`src/oms_pkg.sv`:
```
package oms_pkg;
	// ==========================================================
	// Operating modes, one-hot
	typedef enum logic [2:0] {
		OMS_MODE_OFF = 3'b001,
		OMS_MODE_MAN = 3'b010,
		OMS_MODE_AUTO = 3'b100
	} oms_mode_t;

	// ==========================================================
	// Remote holding register addresses and mode codes
	localparam logic [15:0] OMS_REG_PASSWORD = 16'h0065;
	localparam logic [15:0] OMS_REG_MODE_REQ = 16'h0066;
	localparam logic [15:0] OMS_CODE_OFF = 16'h0001;
	localparam logic [15:0] OMS_CODE_MAN = 16'h0002;
	localparam logic [15:0] OMS_CODE_AUTO = 16'h0003;

	// ==========================================================
	// Event codes and event-enable field
	localparam logic [15:0] OMS_EVT_NEW_OFF = 16'd1001;
	localparam logic [15:0] OMS_EVT_NEW_MAN = 16'd1002;
	localparam logic [15:0] OMS_EVT_NEW_AUTO = 16'd1003;
	localparam int OMS_EVTEN_MODE_BIT = 0;

	// ==========================================================
	// Archive geometry and view selection
	localparam logic [9:0] OMS_ARCH_DEPTH = 10'd537;
	localparam logic [1:0] OMS_VIEW_NONE = 2'h0;
	localparam logic [1:0] OMS_VIEW_EVENTS = 2'h1;
	localparam logic [1:0] OMS_VIEW_ANALOG = 2'h2;
	localparam logic [1:0] OMS_VIEW_PEAKS = 2'h3;

	// ==========================================================
	// Timing: figures in their own units, then cycles at mclk
	localparam longint unsigned OMS_CLK_HZ = 64'd100_000_000;
	localparam longint unsigned OMS_BTN_HOLD_MS = 64'd500;
	localparam longint unsigned OMS_REMOTE_WIN_S = 64'd5;
	localparam longint unsigned OMS_ARCH_RST_S = 64'd5;
	localparam int unsigned OMS_SEC_CYC = 32'(OMS_CLK_HZ);
	localparam int unsigned OMS_BTN_HOLD_CYC = 32'((OMS_CLK_HZ * OMS_BTN_HOLD_MS + 64'd999) / 64'd1000);
	localparam int unsigned OMS_REMOTE_WIN_CYC = 32'(OMS_CLK_HZ * OMS_REMOTE_WIN_S);
	localparam int unsigned OMS_ARCH_RST_CYC = 32'(OMS_CLK_HZ * OMS_ARCH_RST_S);
endpackage

```
`src/oms_hold_timer.sv`:
```
`timescale 1ns/1ps
`default_nettype none
module oms_hold_timer #(
	parameter int unsigned HOLD_CYC = 32'd50
) (
	input wire logic mclk, // System clock
	input wire logic rst_n, // Synchronous reset, active low
	input wire logic held, // Condition being timed
	output logic fire // One pulse once held long enough
);
	logic [31:0] cnt_q;
	logic done_q;

	// ==========================================================
	// Hold counter; one pulse per press, rearmed only by release
	always_ff @(posedge mclk) begin
		if (!rst_n) begin
			cnt_q <= 32'h0000_0000;
			done_q <= 1'b0;
			fire <= 1'b0;
		end else begin
			fire <= 1'b0;
			if (!held) begin
				cnt_q <= 32'h0000_0000;
				done_q <= 1'b0;
			end else if (!done_q) begin
				if (cnt_q >= HOLD_CYC - 32'd1) begin
					fire <= 1'b1;
					done_q <= 1'b1; // Long holds must not step twice
				end else begin
					cnt_q <= cnt_q + 32'd1;
				end
			end
		end
	end
endmodule
`default_nettype wire

```
`src/oms_mode_ctrl.sv`:
```
`timescale 1ns/1ps
`default_nettype none
module oms_mode_ctrl #(
	parameter int unsigned SEC_CYC = oms_pkg::OMS_SEC_CYC,
	parameter int unsigned BTN_HOLD_CYC = oms_pkg::OMS_BTN_HOLD_CYC,
	parameter int unsigned REMOTE_WIN_CYC = oms_pkg::OMS_REMOTE_WIN_CYC,
	parameter int unsigned ARCH_RST_CYC = oms_pkg::OMS_ARCH_RST_CYC
) (
	input wire logic mclk, // System clock, 100 MHz
	input wire logic rst_n, // Synchronous reset, active low
	input wire logic mode_up_btn, // Panel mode-up button, high when pressed
	input wire logic mode_down_btn, // Panel mode-down button, high when pressed
	input wire logic force_off_input, // Forces off-reset while high
	input wire logic force_manual_input, // Forces manual while high
	input wire logic force_auto_input, // Forces automatic while high
	input wire logic password_bypass_input, // Remote commands need no password while high
	input wire logic [15:0] cfg_password, // Configured command password
	input wire logic reg_wr, // Holding register write strobe
	input wire logic [15:0] reg_addr, // Holding register address
	input wire logic [15:0] reg_wdata, // Holding register write data
	input wire logic [7:0] event_enable, // Event-enable parameter
	input wire logic alarm_active, // A protection alarm is active
	input wire logic anomaly_active, // Any alarm or warning still present
	input wire logic op_close_req, // Operator close request pulse
	input wire logic op_open_req, // Operator open request pulse
	input wire logic plant_close_req, // Plant logic asks to close
	input wire logic plant_open_req, // Plant logic asks to open
	input wire logic breaker_closed_fb, // Breaker closed feedback
	input wire logic [15:0] ana_int_closed, // Analogue interval in s, breaker closed
	input wire logic [15:0] ana_int_open, // Analogue interval in s, breaker open
	input wire logic ext_evt_req, // Other event to record, pulse
	input wire logic [15:0] ext_evt_code, // Code of that event
	input wire logic ext_evt_unblockable, // Event is an anomaly or flagged to record when blocked
	input wire logic arch_enter_btn, // Panel enter button
	input wire logic arch_exit_btn, // Panel exit button
	input wire logic [1:0] arch_view, // Archive being viewed
	output oms_pkg::oms_mode_t mode, // Present operating mode
	output logic tie_breaker_close, // Breaker close command level
	output logic alarm_reset, // Alarms and warnings held reset
	output logic param_edit_full, // Full parameter editing allowed
	output logic off_mode_output, // High in off-reset
	output logic manual_mode_output, // High in manual
	output logic auto_mode_output, // High in automatic
	output logic not_off_output, // High in manual or automatic
	output logic off_status_flag, // Internal off-reset flag
	output logic manual_status_flag, // Internal manual flag
	output logic auto_status_flag, // Internal automatic flag
	output logic lock_icon, // Flashing lock icon for the panel
	output logic rec_locked, // Recording lock level
	output logic rec_locked_icon, // Flashing locked message
	output logic evt_wr, // Event archive write pulse
	output logic [15:0] evt_code, // Code written with evt_wr
	output logic [9:0] evt_wr_ptr, // Slot for the next event record
	output logic [9:0] evt_count, // Event records held
	output logic ana_wr, // Analogue archive write pulse
	output logic [9:0] ana_wr_ptr, // Slot for the next analogue record
	output logic [9:0] ana_count, // Analogue records held
	output logic peaks_load // Load present measures as peaks, pulse
);
	import oms_pkg::*;

	oms_mode_t mode_d;
	oms_mode_t saved_mode_q;
	logic force_any;
	logic force_off_q;
	logic up_fire;
	logic down_fire;
	logic arch_rst_fire;
	logic pw_ok_q;
	logic [31:0] win_cnt_q;
	logic remote_hit;
	oms_mode_t remote_mode;
	logic mode_evt_pend_q;
	logic [31:0] sec_cnt_q;
	logic sec_tick_q;
	logic [31:0] blink_cnt_q;
	logic blink_q;
	logic [15:0] ana_sec_q;
	logic [15:0] ana_int;
	logic ana_due;

	// ==========================================================
	// Panel button hold timers
	oms_hold_timer #(.HOLD_CYC(BTN_HOLD_CYC)) u_up_hold (
		.mclk(mclk),
		.rst_n(rst_n),
		.held(mode_up_btn && !force_any),
		.fire(up_fire)
	);
	oms_hold_timer #(.HOLD_CYC(BTN_HOLD_CYC)) u_down_hold (
		.mclk(mclk),
		.rst_n(rst_n),
		.held(mode_down_btn && !force_any),
		.fire(down_fire)
	);
	oms_hold_timer #(.HOLD_CYC(ARCH_RST_CYC)) u_arch_hold (
		.mclk(mclk),
		.rst_n(rst_n),
		.held(arch_enter_btn && arch_exit_btn && arch_view != OMS_VIEW_NONE),
		.fire(arch_rst_fire)
	);

	// ==========================================================
	// Remote password window; a correct password opens it
	always_ff @(posedge mclk) begin
		if (!rst_n) begin
			pw_ok_q <= 1'b0;
			win_cnt_q <= 32'h0000_0000;
		end else if (reg_wr && reg_addr == OMS_REG_PASSWORD) begin
			pw_ok_q <= (reg_wdata == cfg_password);
			win_cnt_q <= 32'h0000_0000;
		end else if (reg_wr && reg_addr == OMS_REG_MODE_REQ) begin
			pw_ok_q <= 1'b0; // A password serves one command only
		end else if (pw_ok_q) begin
			if (win_cnt_q >= REMOTE_WIN_CYC - 32'd1) begin
				pw_ok_q <= 1'b0;
			end else begin
				win_cnt_q <= win_cnt_q + 32'd1;
			end
		end
	end

	// ==========================================================
	// Remote mode request decode
	always_comb begin
		remote_mode = OMS_MODE_OFF;
		remote_hit = 1'b0;
		if (reg_wr && reg_addr == OMS_REG_MODE_REQ && (pw_ok_q || password_bypass_input)) begin
			if (reg_wdata == OMS_CODE_OFF) begin
				remote_mode = OMS_MODE_OFF;
				remote_hit = 1'b1;
			end else if (reg_wdata == OMS_CODE_MAN) begin
				remote_mode = OMS_MODE_MAN;
				remote_hit = 1'b1;
			end else if (reg_wdata == OMS_CODE_AUTO) begin
				remote_mode = OMS_MODE_AUTO;
				remote_hit = 1'b1;
			end
		end
	end

	// ==========================================================
	// Next mode: forcing inputs, then remote, then panel
	assign force_any = force_off_input || force_manual_input || force_auto_input;
	always_comb begin
		mode_d = mode;
		if (force_off_input) begin
			mode_d = OMS_MODE_OFF;
		end else if (force_manual_input) begin
			mode_d = OMS_MODE_MAN;
		end else if (force_auto_input) begin
			mode_d = OMS_MODE_AUTO;
		end else if (force_off_q) begin
			mode_d = saved_mode_q;
		end else if (remote_hit) begin
			mode_d = remote_mode;
		end else if (up_fire) begin
			case (mode)
				OMS_MODE_OFF: mode_d = OMS_MODE_MAN;
				OMS_MODE_MAN: mode_d = OMS_MODE_AUTO;
				default: mode_d = OMS_MODE_AUTO;
			endcase
		end else if (down_fire) begin
			case (mode)
				OMS_MODE_AUTO: mode_d = OMS_MODE_MAN;
				OMS_MODE_MAN: mode_d = OMS_MODE_OFF;
				default: mode_d = OMS_MODE_OFF;
			endcase
		end
		// Released manual or automatic forcing falls through and keeps mode
	end

	// ==========================================================
	// Mode register and the mode saved across a force-off
	always_ff @(posedge mclk) begin
		if (!rst_n) begin
			mode <= OMS_MODE_OFF;
			saved_mode_q <= OMS_MODE_OFF;
			force_off_q <= 1'b0;
		end else begin
			mode <= mode_d;
			force_off_q <= force_off_input;
			if (force_off_input && !force_off_q) begin
				saved_mode_q <= mode;
			end
		end
	end

	// ==========================================================
	// Breaker command per mode; alarms always win over a close
	always_ff @(posedge mclk) begin
		if (!rst_n) begin
			tie_breaker_close <= 1'b0;
		end else begin
			case (mode)
				OMS_MODE_OFF: tie_breaker_close <= 1'b0;
				OMS_MODE_MAN: begin
					if (alarm_active || op_open_req) begin
						tie_breaker_close <= 1'b0;
					end else if (op_close_req) begin
						tie_breaker_close <= 1'b1;
					end
				end
				OMS_MODE_AUTO: begin
					if (alarm_active || plant_open_req) begin
						tie_breaker_close <= 1'b0;
					end else if (plant_close_req) begin
						tie_breaker_close <= 1'b1;
					end
				end
				default: tie_breaker_close <= 1'b0;
			endcase
		end
	end

	// ==========================================================
	// Mode indications, registered one cycle after the mode
	always_ff @(posedge mclk) begin
		if (!rst_n) begin
			off_mode_output <= 1'b1;
			manual_mode_output <= 1'b0;
			auto_mode_output <= 1'b0;
			not_off_output <= 1'b0;
			off_status_flag <= 1'b1;
			manual_status_flag <= 1'b0;
			auto_status_flag <= 1'b0;
			alarm_reset <= 1'b1;
			param_edit_full <= 1'b1;
		end else begin
			off_mode_output <= mode == OMS_MODE_OFF;
			manual_mode_output <= mode == OMS_MODE_MAN;
			auto_mode_output <= mode == OMS_MODE_AUTO;
			not_off_output <= mode != OMS_MODE_OFF;
			off_status_flag <= mode == OMS_MODE_OFF;
			manual_status_flag <= mode == OMS_MODE_MAN;
			auto_status_flag <= mode == OMS_MODE_AUTO;
			alarm_reset <= mode == OMS_MODE_OFF;
			param_edit_full <= mode == OMS_MODE_OFF;
		end
	end

	// ==========================================================
	// Seconds timebase and half-second blink for the flashing icons
	always_ff @(posedge mclk) begin
		if (!rst_n) begin
			sec_cnt_q <= 32'h0000_0000;
			sec_tick_q <= 1'b0;
			blink_cnt_q <= 32'h0000_0000;
			blink_q <= 1'b0;
		end else begin
			sec_tick_q <= sec_cnt_q == SEC_CYC - 32'd1;
			sec_cnt_q <= (sec_cnt_q == SEC_CYC - 32'd1) ? 32'h0000_0000 : sec_cnt_q + 32'd1;
			if (blink_cnt_q == BTN_HOLD_CYC - 32'd1) begin
				blink_cnt_q <= 32'h0000_0000;
				blink_q <= !blink_q;
			end else begin
				blink_cnt_q <= blink_cnt_q + 32'd1;
			end
		end
	end

	// ==========================================================
	// Recording lock and flashing icons
	always_ff @(posedge mclk) begin
		if (!rst_n) begin
			rec_locked <= 1'b1;
			lock_icon <= 1'b0;
			rec_locked_icon <= 1'b0;
		end else begin
			if (mode == OMS_MODE_OFF || alarm_active) begin
				rec_locked <= 1'b1;
			end else if (!anomaly_active) begin
				rec_locked <= 1'b0;
			end
			lock_icon <= force_any && blink_q;
			rec_locked_icon <= rec_locked && blink_q;
		end
	end

	// ==========================================================
	// Event logging; an outside event takes the slot, a mode event waits
	always_ff @(posedge mclk) begin
		if (!rst_n) begin
			mode_evt_pend_q <= 1'b0;
			evt_wr <= 1'b0;
			evt_code <= 16'h0000;
		end else begin
			evt_wr <= 1'b0;
			if (ext_evt_req && (!rec_locked || ext_evt_unblockable)) begin
				evt_wr <= 1'b1;
				evt_code <= ext_evt_code;
				if (mode_d != mode && event_enable[OMS_EVTEN_MODE_BIT]) begin
					mode_evt_pend_q <= 1'b1;
				end
			end else if (mode_evt_pend_q || (mode_d != mode && event_enable[OMS_EVTEN_MODE_BIT])) begin
				// Uses the newest mode, so a queued event never names a stale one
				evt_wr <= 1'b1;
				mode_evt_pend_q <= 1'b0;
				case (mode_d)
					OMS_MODE_OFF: evt_code <= OMS_EVT_NEW_OFF;
					OMS_MODE_MAN: evt_code <= OMS_EVT_NEW_MAN;
					default: evt_code <= OMS_EVT_NEW_AUTO;
				endcase
			end
		end
	end

	// ==========================================================
	// Analogue recording interval chosen from breaker state
	assign ana_int = breaker_closed_fb ? ana_int_closed : ana_int_open;
	assign ana_due = sec_tick_q && ana_int != 16'h0000 && ana_sec_q + 16'd1 >= ana_int;
	always_ff @(posedge mclk) begin
		if (!rst_n) begin
			ana_sec_q <= 16'h0000;
			ana_wr <= 1'b0;
		end else begin
			ana_wr <= ana_due && !rec_locked;
			if (ana_due) begin
				ana_sec_q <= 16'h0000;
			end else if (sec_tick_q) begin
				ana_sec_q <= ana_sec_q + 16'd1;
			end
		end
	end

	// ==========================================================
	// Circular archive pointers; clearing wins over a write
	always_ff @(posedge mclk) begin
		if (!rst_n) begin
			evt_wr_ptr <= 10'h000;
			evt_count <= 10'h000;
			ana_wr_ptr <= 10'h000;
			ana_count <= 10'h000;
			peaks_load <= 1'b0;
		end else begin
			peaks_load <= arch_rst_fire && arch_view == OMS_VIEW_PEAKS;
			if (arch_rst_fire && arch_view == OMS_VIEW_EVENTS) begin
				evt_wr_ptr <= 10'h000;
				evt_count <= 10'h000;
			end else if (evt_wr) begin
				evt_wr_ptr <= (evt_wr_ptr == OMS_ARCH_DEPTH - 10'd1) ? 10'h000 : evt_wr_ptr + 10'd1;
				if (evt_count != OMS_ARCH_DEPTH) begin
					evt_count <= evt_count + 10'd1;
				end
			end
			if (arch_rst_fire && arch_view == OMS_VIEW_ANALOG) begin
				ana_wr_ptr <= 10'h000;
				ana_count <= 10'h000;
			end else if (ana_wr) begin
				ana_wr_ptr <= (ana_wr_ptr == OMS_ARCH_DEPTH - 10'd1) ? 10'h000 : ana_wr_ptr + 10'd1;
				if (ana_count != OMS_ARCH_DEPTH) begin
					ana_count <= ana_count + 10'd1;
				end
			end
		end
	end
endmodule
`default_nettype wire

```
`config.mk`:
```
export PLATFORM = sky130hd
export DESIGN_NAME = oms_mode_ctrl
export DESIGN_NICKNAME = d
export VERILOG_FILES = /design/src/oms_pkg.sv /design/src/oms_hold_timer.sv /design/src/oms_mode_ctrl.sv
export SDC_FILE = /design/constraint.sdc
export NUM_CORES = 1
export LEC_CHECK = 0
export ABC_CLOCK_PERIOD_IN_PS = 9700
export BUFFER_PORTS_ARGS = -buffer_cell sky130_fd_sc_hd__buf_2
export CAP_MARGIN = 20
export CELL_PAD_IN_SITES_DETAIL_PLACEMENT = 1
export CELL_PAD_IN_SITES_GLOBAL_PLACEMENT = 2
export CORE_MARGIN = 3
export CORE_UTILIZATION = 37
export DETAILED_ROUTE_END_ITERATION = 10
export MAX_ROUTING_LAYER = met4
export PLACE_DENSITY_LB_ADDON = 0.05
export SLEW_MARGIN = 10
export SYNTH_ARGS = -nofsm -noshare
export SYNTH_HDL_FRONTEND = slang
export SYNTH_SLANG_ARGS = --single-unit
export TNS_END_PERCENT = 100
```
`constraint.sdc`:
```
create_clock -name mclk -period 9.7 [get_ports mclk]
set_input_delay 1.455 -clock mclk [delete_from_list [all_inputs] [get_ports mclk]]
set_output_delay 1.455 -clock mclk [all_outputs]
set_load 0.1 [all_outputs]
```
==> reports/metrics.yaml, run 1 <==
status:
  status: "finished clean"
setup_path:
  rr_startpoint: "ana_sec_q[0]"
  crit_path_end_kind: "flip-flop"
  path_cells: "buf_2, nor4_1, and4_1, a31oi_1, o21ai_0, mux2i_1, a31oi_4, or2_1, o221a_2"
  crit_required_ns: 10.10
  timing.rr.end: "ana_sec_q[8]"
  critPathKind: "primary input to flip-flop"
  reg2reg_slack_ns: 6.54
  crit_slowest_cell: "nor4_1"
  setup.worst_path.start: "reg_wdata[9]"
  cp.arrival_ns: 4.49
  start_kind: "primary input"
  cp_top_family: "simple AND/OR/NAND/NOR gates"
  reg2regPathDepth: 12
  critPathMaxStageDelay_ns: 0.55
  crit_buf_inv: 1
  worst-path-max-fanout: 10
yosys:
  yosysTopAreaCellShare: 0.426
  syn_inst: 1608
  ys_types: 62
  synthFlopType: "dfxtp_1"
  synth_nets: 1765
  synth_seq_cells: 292
  netlist_area_um2: 13700
  ys.warnings.count: 0
  synth_top_area_cell: "dfxtp_1"
  synth-async-reset-ratio: 0
  syn_area_per_cell_um2: 8.54
  synth_commonest_cells: "dfxtp_1 (292), nor2_1 (256), nand2_1 (148), xor2_1 (115), xnor2_1 (111)"
  yosys-top-cells-area: "dfxtp_1 (43%), xor2_1 (7.3%), xnor2_1 (7.1%)"
  ys_seq_area_frac: 0.426
  synth-edff-count: 0
  synth.most_common_cell: "dfxtp_1"
pwr:
  ir_worst_vdd_v: 0.000129
  p_per_area_nw_per_um2: 169
  power.leakage_nw: 6.53
placed_design:
  place_ws_ns: 4.95
  dpl.hpwl_um: 26100
  gp_congestion: 0.754
  port_buffers: 193
timing:
  relSlewSlack: 0.401
  fmax_mhz: 244
  clock_skew_ns: 0.00949
  tns_ns: 0
  setup_viol: 0
  slew_viol_final: 0
  worstMarginPinSlew_ns: 0.899
  setup_ws_ns: 5.61
  rsz0062_at_grt: "false"
  finalCritPeriodShare: 0.422
  hold_viol: 0
  min_period_ns: 4.09
grt:
  grt_remaining_overflow: 0
  grt_use_total: 0.186
  antenna_found_initial: 3
  grt_pass1_wl_um: 59500
  grt_max_degree: 64
  grt_pass1_vias: 11728
clocking:
  cts_tree: "built"
  cts_resized: 0
  clk_latency_ns: 0.51
  htreeDepth: 2
  numCtsBuffers: 35
  post_cts_buffers: 0
  cts-root-buf: "clkbuf_16"
  clockBufferDepth: 3
  cts.clk_slew.worst_paths_ns: 0.06
  holdBufCountCts: 0
  cts.sinks: 292
route:
  dr.pass1.iters: 4
  ant_nets: 0
  drc: 0
  wire_per_inst_um: 15.8
  drt_iter0_drc: 450
  vias: 11604
  drt-total-wl_um: 35900
  viasPerCell: 5.10
floorplan:
  row_count: 69
  floorplan.die.height_um: 199
  dieArea_um2: 39500
  die_x_um: 199
  io_pins: 201
  coreArea_um2: 36100
  initial_core_util: 0.381
flow_run:
  cap_viol_max_count: 0
final_layout:
  area_growth_pct: 18.6
  num-nets-final: 1948
  layout-drive-gt1-share: 0.157
worst_hold_path:
  hold_class: "flip-flop to flip-flop"
  holdCritStartpoint: "u_arch_hold.cnt_q[30]"
  hold-path-endpoint: "u_arch_hold.cnt_q[30]"
  holdPathStages: 2
logic make-up after synthesis:
group / count (synthesis) / synth area share
DFF: 292 / 0.426
buffers and inverters: 103 / 0.0312
muxes: 26 / 0.0191
and+or+nand+nor: 792 / 0.285
AOI/OAI and AO/OA: 138 / 0.0669
adders and majority gates: 31 / 0.0282
xor gates and xnor gates: 226 / 0.144
worst max-delay path by stage:
stage / to / slack (ns) / cells after the start
final: evt_code[3] / 5.61 / 9
after floorplan: ana_wr / 5.33 / 15
after CTS: evt_code[3] / 5.49 / 9
after global placement: evt_code[3] / 5.01 / 9
after global routing: evt_code[3] / 5.34 / 10
after detailed placement: evt_code[3] / 4.95 / 9
cell usage in the layout (no fill, tap or decap), types with 23 or more instances in the layout:
cell type,n
o21ai_0,33
nand2_1,148
or3_1,23
xnor2_1,111
dfxtp_1,292
nor3_1,36
and2_1,36
ha_1,31
clkbuf_16,35
and3_1,77
nand4_1,44
mux2i_1,24
nor2_1,256
buf_2,193
nor4_1,33
inv_1,45
a21oi_1,39
xor2_1,115
nand3_1,73
flip-flops by register name, summed over array words and instances (netlist names), 16 cells and up:
signal,count
u_arch_hold.cnt_q,32
win_cnt_q,32
u_down_hold.cnt_q,32
blink_cnt_q,32
ana_sec_q,16
evt_code,16
u_up_hold.cnt_q,32
sec_cnt_q,32
where the power goes:
group / internal [mW] / leakage [nW] / switching (mW)
Clock: 0.825 / 0.571 / 0.508
Combinational: 0.0576 / 3.60 / 0.143
Sequential: 1.21 / 2.36 / 0.0125
Total: 2.09 / 6.53 / 0.664
routing by layer:
layer | vias up | share of wire | track usage
met5 | - | 0 | -
met4 | 0 | 0.017 | 0.0370
met3 | 47 | 0.043 | 0.0291
met2 | 175 | 0.45 | 0.306
met1 | 5523 | 0.49 | 0.246
li1 | 5859 | - | -
layout make-up:
cell class	count	area (um2)
tap	461	577
timing repair buffer	204	1050
inverter	45	169
fill	4326	19800
multi-input combinational	1213	7480
sequential	292	5850
clock inverter	12	176
clock buffer	48	995
antenna	2	5.00
stage by stage:
| step | util | power, mW | std cells | hold WS, ns | cell area [um2] |
|---|---|---|---|---|---|
| floorplan | - | 1.39 | 1608 | 0.408 | 13700 |
| finish | 0.452 | 2.76 | 2277 | 0.436 | 16300 |
| global route | 0.452 | 2.87 | 2277 | 0.460 | 16300 |
| detailed placement | 0.419 | 1.45 | 2215 | 0.424 | 15100 |
| CTS | 0.451 | 2.81 | 2275 | 0.441 | 16300 |
| global placement | 0.419 | 1.45 | 2215 | 0.420 | 15100 |
worst min-delay path: stages (launching register included):
cell and delay (ns):
dfxtp_1 0.30, inv_1 0.06, nor2_1 0.04
Power figures use the tool's default switching activity.
==> inputs of run 2 (changes only) <==
- ABC_AREA: default -> 1
- ABC_CLOCK_PERIOD_IN_PS: 9700 -> 3500
- CORE_UTILIZATION: 37 -> 30
- clock period: 9.7 -> 3.5 ns (I/O delays scaled with it)
==> run 2 against run 1 <==
Net effect: sequential cell count unchanged; non-clock buffer count rose by 16; area after synthesis rose by 13%; wire length up 34%; die area grew 38%; total power rose to 2.9 times the previous value.
==> reports/metrics.yaml, run 2 <==
setup_path:
  rr_startpoint: "ana_sec_q[2]"
  worst-path-max-fanout: 8
  timing.rr.end: "ana_sec_q[4]"
  cp.arrival_ns: 3.57
  reg2reg_slack_ns: 0.37
  endpoint: "ana_sec_q[4]"
  critPathKind: "flip-flop to flip-flop"
  setup.worst_path.start: "ana_sec_q[2]"
  crit_required_ns: 3.94
  reg2regPathDepth: 19
  crit_path_end_kind: "flip-flop"
  start_kind: "flip-flop"
clocking:
  holdBufCountCts: 0
  cts.sinks: 292
  cts.clk_slew.worst_paths_ns: 0.05
  cts-root-buf: "clkbuf_16"
  clk_latency_ns: 0.56
  htreeDepth: 2
  numCtsBuffers: 39
  clockBufferDepth: 3
  cts_tree: "built"
grt:
  grt_use_total: 0.181
  grt_max_degree: 33
  grt_pass1_wl_um: 78000
  grt_remaining_overflow: 0
  antenna_found_initial: 6
  grt_pass1_vias: 15153
yosys:
  synth_commonest_cells: "nand2_1 (441), dfxtp_1 (292), inv_1 (266), nor2_1 (252), a21oi_1 (178)"
  synth-async-reset-ratio: 0
  synth_nets: 2342
  syn_inst: 2185
  synth_seq_cells: 292
  syn_area_per_cell_um2: 7.08
  synth-edff-count: 0
  synth.most_common_cell: "nand2_1"
  ys_types: 57
  ys.warnings.count: 0
  yosys-top-cells-area: "dfxtp_1 (38%), nand2_1 (11%), inv_1 (6.5%)"
  synth_top_area_cell: "dfxtp_1"
  synthFlopType: "dfxtp_1"
  ys_seq_area_frac: 0.378
  yosysTopAreaCellShare: 0.378
  netlist_area_um2: 15500
floorplan:
  dieArea_um2: 54400
  initial_core_util: 0.306
  io_pins: 201
  coreArea_um2: 50600
  row_count: 82
  die_x_um: 233
  floorplan.die.height_um: 233
pwr:
  p_sw_mw: 2.01
  pwr-share-comb: 0.071
  intPower_mw: 6.00
  ir_worst_vdd_v: 0.000267
  p_sw_frac: 0.251
  p_clk_frac: 0.506
  power.leakage_nw: 7.10
  power_frac_seq: 0.423
  p_per_area_nw_per_um2: 431
route:
  vias: 14873
  viasPerCell: 4.80
  wire_per_inst_um: 15.6
  drt_iter0_drc: 471
  drc: 0
  dr.pass1.iters: 4
  drt-total-wl_um: 48200
  ant_nets: 0
timing:
  min_period_ns: 3.13
  fmax_mhz: 320
  clock_skew_ns: 0.0274
  hold_viol: 0
  finalCritPeriodShare: 0.893
  relSlewSlack: 0.544
  holdWs_ns: 0.198
  worstMarginPinSlew_ns: 0.679
  slew_viol_final: 0
  setup_viol: 0
  tns_ns: 0
  rsz0062_at_grt: "false"
placed_design:
  dpl.hpwl_um: 36900
  gp_congestion: 0.807
  dpl.cell_count: 3022
  port_buffers: 193
final_layout:
  layout-drive-gt1-share: 0.154
  final_cell_mix: "nand2_1 (441), dfxtp_1 (291), inv_1 (266)"
  final_cells: 3097
  final_common_cell: "nand2_1"
  area_growth_pct: 19.9
  num-nets-final: 2551
  nFillCells: 6347
flow_run:
  cap_viol_max_count: 0
worst_hold_path:
  hold_class: "primary input to flip-flop"
status:
  status: "finished clean"
## run 2: changes by cell type after synthesis, moves of 15 or more
| cell | before | now |
|---|---|---|
| nand2_1 | 148 | 441 |
| inv_1 | 45 | 266 |
| a21oi_1 | 39 | 178 |
| xnor2_1 | 111 | 35 |
| and3_1 | 77 | 5 |
| nor3_1 | 36 | 105 |
| xor2_1 | 115 | 65 |
| nand4_1 | 44 | 81 |
| and2_1 | 36 | 0 |
| o21ai_0 | 34 | 65 |
| or3_1 | 23 | 1 |
| clkbuf_1 | 48 | 27 |
| a211oi_1 | 2 | 17 |
| nand2_2 | 0 | 15 |
## run 2: area by class of cell
type / count / area [um2] / area share
multi-input cells: 1561 / 8350 / 0.450
flip-flops and latches: 292 / 5850 / 0.315
repair buffers: 220 / 1170 / 0.0630
clock buffers: 57 / 1140 / 0.0617
inverters: 280 / 1050 / 0.0566
well taps: 672 / 841 / 0.0453
clock inverters: 9 / 144 / 0.00775
diodes: 6 / 15.0 / 0.000809
## run 2: power by group through the flow
| stage | Sequential, mW | Combinational [mW] | Clock [mW] |
|---|---|---|---|
| 2_1_floorplan | 3.62 | 0.228 | 0 |
| 3_3_place_gp | 3.46 | 0.569 | 0 |
| 3_5_place_dp | 3.46 | 0.578 | 0 |
| 4_1_cts | 3.39 | 0.580 | 4.23 |
| 5_1_grt | 3.39 | 0.625 | 4.35 |
| 6_report | 3.39 | 0.572 | 4.05 |
## run 2: worst min-delay path by stage
stage	from	to	slack, ns	cells past startpoint
final	anomaly_active	rec_locked	0.20	3
after global routing	ext_evt_code[4]	evt_code[4]	0.19	3
after CTS	anomaly_active	rec_locked	0.16	3
after detailed placement	u_up_hold.cnt_q[29]	u_up_hold.cnt_q[29]	0.42	2
after global placement	u_down_hold.done_q	u_down_hold.fire	0.41	1
after floorplan	u_down_hold.done_q	u_down_hold.fire	0.39	1
## run 2: through the flow
step,worst slack [ns],power [mW],instance area [um2],util
6_report,0.373,8.01,18600,0.367
4_1_cts,0.115,8.19,18500,0.366
2_1_floorplan,0.656,3.85,15500,-
5_1_grt,0.00852,8.36,18600,0.367
3_5_place_dp,0.189,4.04,17200,0.340
3_3_place_gp,0.249,4.03,17200,0.340
## run 2: cells by family after synthesis
family | share of synthesized area
flip-flops | 0.378
multiplexers | 0.00970
AND/OR/NAND/NOR | 0.331
XOR/XNOR | 0.0566
adder cells (fa/ha/maj) | 0.0251
buffers and inverters | 0.0854
AO/OA/AOI/OAI | 0.115
## run 2: what timing repair did
| action | CTS | global route |
|---|---|---|
| resized for setup | 0 | 7 |
| setup buffers | 0 | 2 |
| setup endpoints to repair | 0 | 16 |
## run 2: per-layer routing
metal | GRT usage | vias up | wire length, um
met5 | - | - | 0
met4 | 0.0443 | 0 | 939
met3 | 0.0320 | 64 | 1900
met2 | 0.294 | 179 | 22100
met1 | 0.233 | 6997 | 23300
li1 | - | 7633 | -
## run 2: worst max-delay path: stages, from the launching register on
cell	delay, ns
dfxtp_1	0.38
nand3_1	0.13
nor2_1	0.11
nand2_1	0.11
nor4_2	0.15
buf_4	0.15
nand2_1	0.07
nor2_1	0.13
nand4_1	0.15
xor2_2	0.19
ha_1	0.32
nand2_1	0.08
inv_1	0.04
nand3_1	0.10
inv_1	0.05
a21oi_1	0.15
nand3_1	0.11
o311ai_2	0.16
nand2_4	0.18
a211oi_1	0.24
==> inputs of run 3 (changes only) <==
- BUFFER_PORTS_ARGS: -buffer_cell sky130_fd_sc_hd__buf_2 -> default
- CORE_UTILIZATION: 30 -> 33
- DONT_BUFFER_PORTS: default -> 1
==> run 3 against run 2 <==
Net effect: wire length fell by 3.6%; combinational power fell by 41%; total power fell by 1.8%; global-route usage rose by 0.87 points; final area fell by 4.3%; setup slack improved by 0.018 ns; die area fell by 8.9%; critical path type unchanged; sequential share of layout area rose by 1.5 points; sequential power rose by 4%; largest cell class unchanged.
==> reports/metrics.yaml, run 3 (synthesis gave the netlist of run 2 again) <==
grt:
  grt_remaining_overflow: 0
  grt_pass1_wl_um: 75900
  grtUsageMet1: 0.245
  antenna_found_initial: 1
  grt_pass1_vias: 14563
  busiest_layer: "met2"
  grt_max_degree: 42
  met3_usage: 0.0387
  grt_use_total: 0.189
  grt.met2_usage: 0.307
timing:
  worstMarginPinSlew_ns: 1.19
  min_period_ns: 3.11
  hold_viol: 0
  slew_viol_final: 0
  fmax_mhz: 322
  clock_skew_ns: 0.0276
  setup_viol: 0
  rsz0062_at_grt: "true"
  finalCritPeriodShare: 0.888
  relSlewSlack: 0.207
  setup_ws_ns: 0.391
final_layout:
  num-nets-final: 2394
  final_cells: 2867
  area_growth_pct: 14.7
  final_cell_mix: "nand2_1 (441), dfxtp_1 (289), inv_1 (266)"
  final_common_cell: "nand2_1"
  utilization: 0.387
  stdcell_area_um2: 17800
  layout-drive-gt1-share: 0.0962
  nFillCells: 5762
floorplan:
  die_x_um: 223
  initial_core_util: 0.337
  coreArea_um2: 45900
  floorplan.die.height_um: 223
  row_count: 78
  dieArea_um2: 49500
  io_pins: 201
pwr:
  intPower_mw: 5.95
  p_total_mw: 7.86
  p_clk_frac: 0.509
  p_sw_frac: 0.244
  power_frac_seq: 0.448
  power.leakage_nw: 6.47
  pwr-share-comb: 0.043
  p_sw_mw: 1.92
  p_per_area_nw_per_um2: 443
  ir_worst_vdd_v: 0.000312
placed_design:
  dpl.cell_count: 2795
  place_ws_ns: -0.0130
  gp_congestion: 0.845
  dpl.hpwl_um: 35400
  postPlaceCellArea_um2: 16400
  port_buffers: 0
clocking:
  htreeDepth: 2
  clk_latency_ns: 0.55
  cts.sinks: 292
  clockBufferDepth: 3
  cts_tree: "built"
  numCtsBuffers: 38
  cts.clk_slew.worst_paths_ns: 0.06
  cts-root-buf: "clkbuf_16"
setup_path:
  worst_path_most_repeated_cell: "nand2_1"
  crit_buf_inv: 2
  crit_slowest_cell: "dfxtp_1"
  reg2regPathDepth: 19
  critPathMaxStageDelay_ns: 0.39
  reg2reg_slack_ns: 0.39
  cp.arrival_ns: 3.50
  critPathKind: "flip-flop to flip-flop"
  path_cells: "nand3_1, nor2_1, nand2_1, nor4_4, nand2_1, nor2_1, nand4_1, xor2_1, ha_1, nand2_1, inv_1, nand3_1, nor3_2, nand2_1, nand3_1, o311ai_2, nand2_2, buf_4, a211oi_1"
  start_kind: "flip-flop"
  crit_required_ns: 3.89
  crit_path_end_kind: "flip-flop"
  critical_path_depth: 19
  worst-path-max-fanout: 8
  cp_top_family: "simple AND/OR/NAND/NOR gates"
route:
  drt_iter0_drc: 641
  vias: 14362
  wire_per_inst_um: 16.2
  drc: 0
  dr.pass1.iters: 5
  viasPerCell: 5.01
  drt-total-wl_um: 46500
  ant_nets: 0
worst_hold_path:
  holdPathStages: 1
  hold_class: "primary input to flip-flop"
flow_run:
  cap_viol_max_count: 0
status:
  status: "finished clean"
run 3: changes by cell type in the layout (fill, tap and decap cells not counted), sizes merged:
cell,delta
diode,-5
clkinv,+6
buf,-156
bufinv,+1
clkbuf,-2
clkinvlp,-2
run 3: per-layer routing:
layer  wire, um  up-vias  part of all wire
met4        803        0             0.017
met2      21400      191              0.46
met5          0        -                 0
li1           -     7329                 -
met1      22200     6790              0.48
met3       2010       52             0.043
run 3: final cells by class:
| class | count | area (um2) | share of cell area |
|---|---|---|---|
| repair buffers | 64 | 478 | 0.0269 |
| diodes | 1 | 2.50 | 0.000141 |
| multi-input cells | 1561 | 8340 | 0.470 |
| clock buffers | 55 | 1110 | 0.0623 |
| clock inverters | 14 | 174 | 0.00979 |
| flip-flops and latches | 292 | 5850 | 0.330 |
| inverters | 280 | 1050 | 0.0592 |
| well taps | 600 | 751 | 0.0423 |
run 3: worst paths after layout:
| path | from | end |
|---|---|---|
| worst max-delay path | ana_sec_q[0] | ana_sec_q[5] |
| worst min-delay path | rst_n | mode[0] |
| worst max register to register | ana_sec_q[0] | ana_sec_q[5] |
| worst min register to register | u_down_hold.done_q | u_down_hold.fire |
run 3: power groups by stage:
stage / registers, mW / clock network, mW / logic [mW]
2_1_floorplan: 3.62 / 0 / 0.228
3_3_place_gp: 3.60 / 0 / 0.329
3_5_place_dp: 3.60 / 0 / 0.337
4_1_cts: 3.53 / 4.15 / 0.339
5_1_grt: 3.53 / 4.30 / 0.373
6_report: 3.53 / 4.00 / 0.335
run 3: timing repair:
action / 4_1_cts / 5_1_grt
gates cloned: 0 / 1
setup endpoints to repair: 7 / 17
endpoints found under the hold margin: 0 / 0
buffers inserted: 0 / 1
gates resized for setup: 1 / 3
pin swaps: 0 / 2
hold buffers: 0 / 0
run 3: per-stage QoR:
stage / TNS, ns / hold slack, ns
final: 0 / 0.0701
after CTS: 0 / 0.0422
after detailed placement: -0.0319 / 0.424
after floorplan: 0 / 0.390
after global placement: 0 / 0.414
after global routing: -0.0280 / 0.0355
